### config.mk
export PLATFORM = sky130hd
export DESIGN_NAME = fixed_priority_interrupt_unit
export DESIGN_NICKNAME = d
export VERILOG_FILES = /design/src/rtl/fixed_priority_interrupt_unit.v
export VERILOG_INCLUDE_DIRS = /design/src /design/src/rtl
export SDC_FILE = /design/constraint.sdc
export NUM_CORES = 1
export LEC_CHECK = 0
export BUFFER_PORTS_ARGS = -buffer_cell sky130_fd_sc_hd__buf_2
export CAP_MARGIN = 20
export CORE_MARGIN = 8
export CORE_UTILIZATION = 50
export CTS_BUF_LIST = sky130_fd_sc_hd__clkbuf_8 sky130_fd_sc_hd__clkbuf_16
export CTS_CLUSTER_SIZE = 40
export DETAILED_ROUTE_END_ITERATION = 6
export GPL_ROUTABILITY_DRIVEN = 0
export HOLD_SLACK_MARGIN = 0.02
export PLACE_DENSITY = 0.76
export SLEW_MARGIN = 20
export SYNTH_ARGS = -nofsm -noshare
export SYNTH_HDL_FRONTEND = slang
export SYNTH_SLANG_ARGS = --single-unit
### constraint.sdc
create_clock -name pclk -period 3.47 [get_ports pclk]
set_input_delay 0.5205 -clock pclk [delete_from_list [all_inputs] [get_ports pclk]]
set_output_delay 0.5205 -clock pclk [all_outputs]
set_load 0.01 [all_outputs]
### src/rtl/irq_unit_regs.vh
/*
 Constants of the fixed priority interrupt unit: register map, option
 bit positions, reset values, vectors, mode codes.
 Assumes it is included once per compilation unit by its bare name.
*/
`ifndef IRQ_UNIT_REGS_VH
`define IRQ_UNIT_REGS_VH

// Register byte addresses
`define ADDR_OPTIONS 8'hc8
`define ADDR_STATUS 8'hcc
`define ADDR_EVENTS 8'hd0

// Option register fields and reset value
`define OPT_RESET 8'h00
`define OPT_SRC1_LEVEL 6
`define OPT_SRC2_POL 5
`define OPT_GLOBAL_EN 4

// Source codes of the priority encoder
`define SRC_NONE 3'h0
`define SRC_ONE 3'h1
`define SRC_TWO 3'h2
`define SRC_THREE 3'h3
`define SRC_FOUR 3'h4

// Pin filter: idle level of all lines, position of the NMI line
`define PIN_IDLE 9'h1ff
`define PIN_NMI 8

// Vectors in program space
`define VEC_SRC0 12'hffc
`define VEC_SRC1 12'hff6
`define VEC_SRC2 12'hff4
`define VEC_SRC3 12'hff2
`define VEC_SRC4 12'hff0

// Core modes, also flag pair indices
`define MODE_NORMAL 2'h0
`define MODE_IRQ 2'h1
`define MODE_NMI 2'h2

// Immediate load window in which the flag pair does not switch
`define ANOM_CYCLES 2'h3

// Status register fields
`define ST_MODE 1:0
`define ST_FSET 3:2
`define ST_NMI 4
`define ST_EDGE1 5
`define ST_EDGE2 6
`define ST_ANOM 7

`endif

### src/rtl/fixed_priority_interrupt_unit.v
/*
 Interrupt unit of an 8-bit core: one non-maskable and four maskable
 sources, fixed priority and vectors, flag pair banking, option register.
 Assumes a core sequencer on pclk that pulses instr_end at each
 instruction boundary and acts on take_q/vector_q, and an APB master.
*/
// Local design decision: the APB slave port.
// Operation
// - NMI preempts all; maskables never nest
// - Maskable order fixed: source one first
// - Fixed vector per source in program space
// - Accepted request loads its vector into PC
// - ORed events keep their own flags
// - Global enable gates maskables, never NMI
// - Enable low: nothing wakes from sleep
// - NMI latched, cleared at its routine start
// - Source one level or falling edge
// - Source two edge, polarity selectable
// - Sources three and four level only
// - Edge latch holds one request only
// - Level requests sampled, never stored
// - Sample at every instruction end
// - Three flag pairs switched automatically
// - Entry: swap flags, push, inhibit, clear, vector
// - Return restores previous flags and PC
// - Early clearing load keeps normal flag pair
// - Option register write-only, reset zero
// - No sleep while enabled request pending
`timescale 1ns/1ps
`default_nettype none
`include "irq_unit_regs.vh"

module fixed_priority_interrupt_unit
(
    // Clock, reset, enable
    input wire pclk,
    input wire presetn,
    input wire ce,
    // APB slave
    input wire psel,
    input wire penable,
    input wire pwrite,
    input wire [7:0] paddr,
    input wire [31:0] pwdata,
    output reg [31:0] prdata,
    output wire pready,
    output wire pslverr,
    // Request pins, active low
    input wire nmi_n,
    input wire [7:0] ev_n,
    // Core sequencer
    input wire instr_end,
    input wire return_from_interrupt,
    input wire ldi_opt,
    input wire [1:0] ldi_cycle,
    input wire flags_we,
    input wire carry_in,
    input wire zero_in,
    input wire sleeping,
    output wire carry_flag,
    output wire zero_flag,
    output reg take_q,
    output reg push_pc_q,
    output reg pop_pc_q,
    output reg [11:0] vector_q,
    output wire sleep_ok,
    output reg wake_q
);

    reg [7:0] opt_q;
    reg [1:0] mode_q;
    reg [1:0] saved_mode_q;
    reg [1:0] fset_q;
    reg [1:0] saved_fset_q;
    reg [2:0] carry_q;
    reg [2:0] zero_q;
    reg nmi_lat_q;
    reg edge1_q;
    reg edge2_q;
    reg anom_q;
    reg [7:0] evflag_q;
    reg ack_q;
    reg [8:0] s1_q;
    reg [8:0] s2_q;
    reg [8:0] s3_q;
    reg [8:0] filt_q;
    reg [8:0] filt_prev_q;

    // Option fields, always written as a whole byte
    wire global_irq_enable = opt_q[`OPT_GLOBAL_EN];
    wire src1_level_select = opt_q[`OPT_SRC1_LEVEL];
    wire src2_edge_polarity = opt_q[`OPT_SRC2_POL];

    // Pairs of low-active events OR onto one source line
    function [3:0] src_lines;
        input [7:0] ev;
        begin
            src_lines = {~&ev[7:6], ~&ev[5:4], ~&ev[3:2], ~&ev[1:0]};
        end
    endfunction

    // Source lines are high while any of their events is low
    wire [8:0] fall = filt_prev_q & ~filt_q;
    wire [3:0] ev_act = src_lines(filt_q[7:0]);
    wire [3:0] ev_prev = src_lines(filt_prev_q[7:0]);
    wire src1_fall = ev_act[0] & ~ev_prev[0];
    wire src2_fall = ev_act[1] & ~ev_prev[1];
    wire src2_rise = ~ev_act[1] & ev_prev[1];

    // Raw requests of each maskable source
    // Level sources read the live filtered line; a short pulse is lost
    wire req1 = src1_level_select ? ev_act[0] : edge1_q;
    wire req2 = edge2_q;
    wire req3 = ev_act[2];
    wire req4 = ev_act[3];
    wire any_mask = req1 | req2 | req3 | req4;

    // NMI preempts anything but itself; maskables only from normal mode
    wire nmi_go = nmi_lat_q & (mode_q != `MODE_NMI);
    wire mask_go = global_irq_enable & (mode_q == `MODE_NORMAL) & any_mask;
    wire enabled_pending = nmi_go | mask_go;

    // Fixed priority encoder, source one highest
    function [2:0] pick;
        input r1;
        input r2;
        input r3;
        input r4;
        begin
            if (r1)
                pick = `SRC_ONE;
            else if (r2)
                pick = `SRC_TWO;
            else if (r3)
                pick = `SRC_THREE;
            else if (r4)
                pick = `SRC_FOUR;
            else
                pick = `SRC_NONE;
        end
    endfunction

    function [11:0] vec_of;
        input [2:0] src;
        begin
            case (src)
                `SRC_ONE: vec_of = `VEC_SRC1;
                `SRC_TWO: vec_of = `VEC_SRC2;
                `SRC_THREE: vec_of = `VEC_SRC3;
                `SRC_FOUR: vec_of = `VEC_SRC4;
                default: vec_of = `VEC_SRC0;
            endcase
        end
    endfunction

    wire [2:0] win = pick(req1, req2, req3, req4);
    wire accept = ce & instr_end & enabled_pending;
    wire take_nmi = accept & nmi_go;
    wire take_mask = accept & ~nmi_go;

    // A latch is cleared only when its own source wins the entry
    wire clr_edge1 = take_mask & (win == `SRC_ONE);
    wire clr_edge2 = take_mask & (win == `SRC_TWO);

    // APB decode; writes land at the edge that ends the access
    wire setup_acc = psel & penable;
    wire wr_fire = setup_acc & ack_q & pwrite;
    wire rd_capture = setup_acc & ~ack_q & ~pwrite;
    wire opt_wr = wr_fire & (paddr == `ADDR_OPTIONS);
    wire evt_clr = wr_fire & (paddr == `ADDR_EVENTS);
    wire addr_ok = (paddr == `ADDR_OPTIONS) | (paddr == `ADDR_STATUS)
                   | (paddr == `ADDR_EVENTS);
    // Unmapped offsets answer with an error, never a hang
    assign pready = ack_q;
    assign pslverr = ack_q & ~addr_ok;

    // Current flag pair seen by the core
    assign carry_flag = carry_q[fset_q];
    assign zero_flag = zero_q[fset_q];

    // Sleep is refused while an enabled request waits
    assign sleep_ok = ~enabled_pending;

    // Status mirrors internal state for software polling
    wire [7:0] status = {anom_q, edge2_q, edge1_q, nmi_lat_q, fset_q, mode_q};

    // Pin synchroniser: three stages, a change counts once 2 and 3 agree
    // Filter starts at the idle level so reset gives no false edge
    always @(posedge pclk or negedge presetn)
    begin
        if (!presetn)
        begin
            s1_q <= `PIN_IDLE;
            s2_q <= `PIN_IDLE;
            s3_q <= `PIN_IDLE;
            filt_q <= `PIN_IDLE;
            filt_prev_q <= `PIN_IDLE;
        end
        else if (ce)
        begin
            s1_q <= {nmi_n, ev_n};
            s2_q <= s1_q;
            s3_q <= s2_q;
            filt_q <= (s2_q & s3_q) | (filt_q & (s2_q ^ s3_q));
            filt_prev_q <= filt_q;
        end
    end

    // APB handshake: one wait state so read data comes from a flop
    always @(posedge pclk or negedge presetn)
    begin
        if (!presetn)
        begin
            ack_q <= 1'b0;
            prdata <= 32'h0000_0000;
        end
        else if (ce)
        begin
            ack_q <= setup_acc & ~ack_q;
            if (rd_capture)
            begin
                case (paddr)
                    `ADDR_STATUS: prdata <= {24'h00_0000, status};
                    `ADDR_EVENTS: prdata <= {24'h00_0000, evflag_q};
                    default: prdata <= 32'h0000_0000;
                endcase
            end
        end
    end

    // Option register, written whole, never read back
    always @(posedge pclk or negedge presetn)
    begin
        if (!presetn)
            opt_q <= `OPT_RESET;
        else if (ce & opt_wr)
            opt_q <= pwdata[7:0];
    end

    // Per-event flags; set wins over a software clear
    always @(posedge pclk or negedge presetn)
    begin
        if (!presetn)
            evflag_q <= 8'h00;
        else if (ce)
        begin
            if (evt_clr)
                evflag_q <= (evflag_q & ~pwdata[7:0]) | fall[7:0];
            else
                evflag_q <= evflag_q | fall[7:0];
        end
    end

    // Request latches: NMI and edge sources
    always @(posedge pclk or negedge presetn)
    begin
        if (!presetn)
        begin
            nmi_lat_q <= 1'b0;
            edge1_q <= 1'b0;
            edge2_q <= 1'b0;
        end
        else if (ce)
        begin
            // A new edge in the clearing cycle survives
            nmi_lat_q <= fall[`PIN_NMI] | (nmi_lat_q & ~take_nmi);
            edge1_q <= (~src1_level_select & src1_fall)
                       | (edge1_q & ~clr_edge1);
            edge2_q <= (src2_edge_polarity ? src2_rise : src2_fall)
                       | (edge2_q & ~clr_edge2);
        end
    end

    // Early clearing load of the option register; the pair switch is
    // skipped only for the entry that follows, later entries switch
    wire anom_arm = ldi_opt & (ldi_cycle < `ANOM_CYCLES) & (mode_q == `MODE_NORMAL)
                    & any_mask & global_irq_enable;

    always @(posedge pclk or negedge presetn)
    begin
        if (!presetn)
            anom_q <= 1'b0;
        else if (ce)
        begin
            if (accept)
                anom_q <= 1'b0;
            else if (anom_arm)
                anom_q <= 1'b1;
        end
    end

    // Mode and flag pair banking
    // Only an NMI entry saves; a maskable entry always comes from normal
    always @(posedge pclk or negedge presetn)
    begin
        if (!presetn)
        begin
            mode_q <= `MODE_NORMAL;
            saved_mode_q <= `MODE_NORMAL;
            fset_q <= `MODE_NORMAL;
            saved_fset_q <= `MODE_NORMAL;
        end
        else if (ce)
        begin
            if (take_nmi)
            begin
                saved_mode_q <= mode_q;
                saved_fset_q <= fset_q;
                mode_q <= `MODE_NMI;
                fset_q <= `MODE_NMI;
            end
            else if (take_mask)
            begin
                mode_q <= `MODE_IRQ;
                fset_q <= anom_q ? `MODE_NORMAL : `MODE_IRQ;
            end
            else if (return_from_interrupt)
            begin
                if (mode_q == `MODE_NMI)
                begin
                    mode_q <= saved_mode_q;
                    fset_q <= saved_fset_q;
                end
                else
                begin
                    mode_q <= `MODE_NORMAL;
                    fset_q <= `MODE_NORMAL;
                end
            end
        end
    end

    // Flag storage, one pair per mode; only the selected pair is written
    // A routine thus never disturbs the flags of the code it interrupted, except a maskable entry taken with anom_q set
    always @(posedge pclk or negedge presetn)
    begin
        if (!presetn)
        begin
            carry_q <= 3'h0;
            zero_q <= 3'h0;
        end
        else if (ce & flags_we)
        begin
            carry_q[fset_q] <= carry_in;
            zero_q[fset_q] <= zero_in;
        end
    end

    // Core commands: push and vector on entry, pop on return
    always @(posedge pclk or negedge presetn)
    begin
        if (!presetn)
        begin
            take_q <= 1'b0;
            push_pc_q <= 1'b0;
            pop_pc_q <= 1'b0;
            vector_q <= `VEC_SRC0;
            wake_q <= 1'b0;
        end
        else if (ce)
        begin
            take_q <= accept;
            push_pc_q <= accept;
            // A stray return in normal mode pops nothing
            pop_pc_q <= return_from_interrupt & ~accept & (mode_q != `MODE_NORMAL);
            if (take_nmi)
                vector_q <= `VEC_SRC0;
            else if (take_mask)
                vector_q <= vec_of(win);
            // Only the global enable arms a wake-up, even for NMI
            wake_q <= sleeping & global_irq_enable & (nmi_lat_q | any_mask);
        end
    end

endmodule

`default_nettype wire

==> impl_metrics.ini <==
[synth]
synth.largest_area_cell = dfstp_2
netlist_instances = 374
post-synth-top-count-cell = nand2_1
ys_ff_latch = 89
ys.flop_type = dfstp_2
synth_top_area_share_pct = 28.7
synth_common_cells = 57 x nand2_1, 47 x dfstp_2, 44 x mux2_2, 42 x dfrtp_1, 34 x buf_4
synth_area_um2 = 4300
ys_seq_area_share_pct = 53.1
synth_warnings = 0
synth-edff-count = 0
synth-async-reset-ratio_pct = 100
synth_area_leaders = dfstp_2 29%, dfrtp_1 24%, mux2_2 12%, buf_4 5.9%, nand2_1 5.0%
synth_cell_types = 50
syn_avg_cell_area_um2 = 11.5

[timing]
hold_viol = 0
fmax_ghz = 0.394
max_slew_margin_pct = 48.2
tightest_slew_ps = 777
grt_setup_unrepaired = false
setup_violations = 0
fin_crit_sh_pct = 73.2
maxSlewViolCount = 0
clock-skew-final_ps = 8.34
min_period_ps = 2540
tns_ps = 0

[pwr]
pwr_density_cell_nw_per_um2 = 592
p_sw_share_pct = 31.6
p_total_w = 0.00281
clkPwrFrac_pct = 22.2
power_frac_seq_pct = 56.0
ir_worst_vdd_mv = 0.313
power.switching_w = 0.000889
comb_power_share_pct = 21.8
internal-power_w = 0.00192
p_leak_nw = 2.14

[die]
row_count = 34
core_um2 = 8550
initial_utilization_pct = 50.3
die_y_um = 109
dieArea_um2 = 11800
die_x_um = 109
io_pins = 117

[clocking]
cts_buffers = 9
clkTransAtPathRegs_ps = 90
cts_buffer_depth = 2
hold_buffers = 0
clk_latency_ps = 360
postCtsSetupRepairBufs = 0
htree_num_levels = 3
cts-resized-gates = 0
cts_tree = built
numClockSinks = 89
cts_root_buffer = clkbuf_8

[drt]
dr.pass1.iters = 4
drc_errors = 0
drt_iter0_markers = 128
wl_mm = 8.68
vias = 2880
wl_per_cell_um = 16.0
antenna_left = 0
avgViaCountPerCell = 5.30

[worst_setup_path]
r2r_cells = 4
arrival_ps = 2020
cp_cell_sequence = nand4_1, a21oi_2, a2bb2oi_2, buf_2
end_kind = primary output
criticalPathCategory = flop to primary output
cp_max_fo = 7
critPathMaxStageDelay_ps = 590
cp-start-kind = flop
r2r_slack_ps = 1620
crit-reg2reg-launch = filt_q[4]
critPathTopFamily = compound AO/OA/AOI/OAI gates
cp.required_ps = 2950
crit_buf_inv = 1
r2r_end = mode_q[0]
critPathSlowestCell = dfstp_2

[cells_and_area]
layout-drive-gt1-share_pct = 42.1
syn_to_final_growth_pct = 10.3
diodes = 0
num-nets-final = 503

[global_route]
grt_max_degree = 90
grt_overflow = 0
grt_pass1_wl_mm = 14.1
grt_pass1_vias = 2875
grt_antenna_before_repair = 0
grt_use_total_pct = 15.1

[status]
outcome = complete, no violations

[placed_design]
hpwl_mm = 6.27
io_buffers = 59

[flow_run]
cap_violations = 0

[hold_path]
min_path_type = input pin to async pin
-- power groups by stage --
stage	sequential, W	combinational (W)	clock, W
global route	0.00161	0.000688	0.000686
finish	0.00157	0.000613	0.000622
detailed placement	0.00159	0.000614	0
CTS	0.00157	0.000620	0.000646
floorplan	0.00152	0.000476	0
global placement	0.00157	0.000581	0
-- final cells by class --
class,instances,area [um2]
clock buffers,9,124
well taps,108,135
repair buffers,62,324
multi-input cells,258,1790
flip-flops and latches,89,2290
fillers,759,3810
inverters,10,37.5
clock inverters,7,47.5
-- cell usage in the layout (no fill, tap or decap), types with 3 or more instances in the layout --
| cell type | synthesis | layout |
|---|---|---|
| mux2_2 | 44 | 44 |
| inv_1 | 10 | 11 |
| dfstp_2 | 47 | 47 |
| buf_4 | 34 | 3 |
| conb_1 | 2 | 33 |
| nand3_1 | 17 | 17 |
| mux2i_1 | 4 | 4 |
| clkbuf_8 | 0 | 9 |
| mux2_4 | 4 | 4 |
| o2bb2ai_1 | 3 | 3 |
| buf_2 | 3 | 58 |
| a21oi_1 | 7 | 7 |
| o21ai_0 | 20 | 20 |
| nor2_1 | 7 | 7 |
| dfrtp_1 | 42 | 42 |
| a32o_1 | 5 | 5 |
| ha_1 | 9 | 9 |
| a22oi_1 | 8 | 8 |
| nand2_1 | 57 | 57 |
-- worst max path at each step --
stage	startpoint	end	slack, ps	depth (start not counted)
floorplan	edge2_q	sleep_ok	1650	3
global placement	ce	mode_q[0]	1290	5
detailed placement	ce	mode_q[0]	1250	5
CTS	filt_q[4]	sleep_ok	930	4
global route	filt_q[4]	sleep_ok	850	4
finish	filt_q[4]	sleep_ok	930	4
-- cell families after synthesis --
logic type | count (synthesis) | share of synthesized area (%)
AO/OA/AOI/OAI | 61 | 10.5
adder cells (fa/ha/maj) | 9 | 2.62
buffers and inverters | 58 | 8.11
flip-flops | 89 | 53.1
multiplexers | 53 | 14.1
other | 2 | 0.175
AND/OR/NAND/NOR | 102 | 11.4
-- state kept, by name (all words and copies together), names as in the netlist, 2 cells and up --
register and cells:
filt_prev_q 9, filt_q 9, s1_q 9, s2_q 9
s3_q 9, evflag_q 8, prdata 8, carry_q 3
opt_q 3, vector_q 3, zero_q 3, fset_q 2
mode_q 2, saved_fset_q 2, saved_mode_q 2
-- stage by stage --
step | utilization (%) | area (um2) | setup WS (ps) | hold WS [ps] | cells
global placement | 53.4 | 4570 | 1290 | 459 | 527
CTS | 55.4 | 4740 | 928 | 368 | 543
global route | 55.5 | 4740 | 851 | 256 | 543
floorplan | - | 4420 | 1650 | 225 | 405
detailed placement | 53.4 | 4570 | 1250 | 469 | 527
finish | 55.5 | 4740 | 929 | 202 | 543
-- per-layer routing --
| metal | global-route usage (%) | wire length, um | vias up |
|---|---|---|---|
| li1 | - | - | 1361 |
| met1 | 17.8 | 3640 | 1438 |
| met2 | 26.1 | 4400 | 71 |
| met3 | 4.67 | 568 | 10 |
| met4 | 3.81 | 70 | 0 |
| met5 | 0 | 0 | - |
No activity file was read; power rests on OpenSTA's default activity.
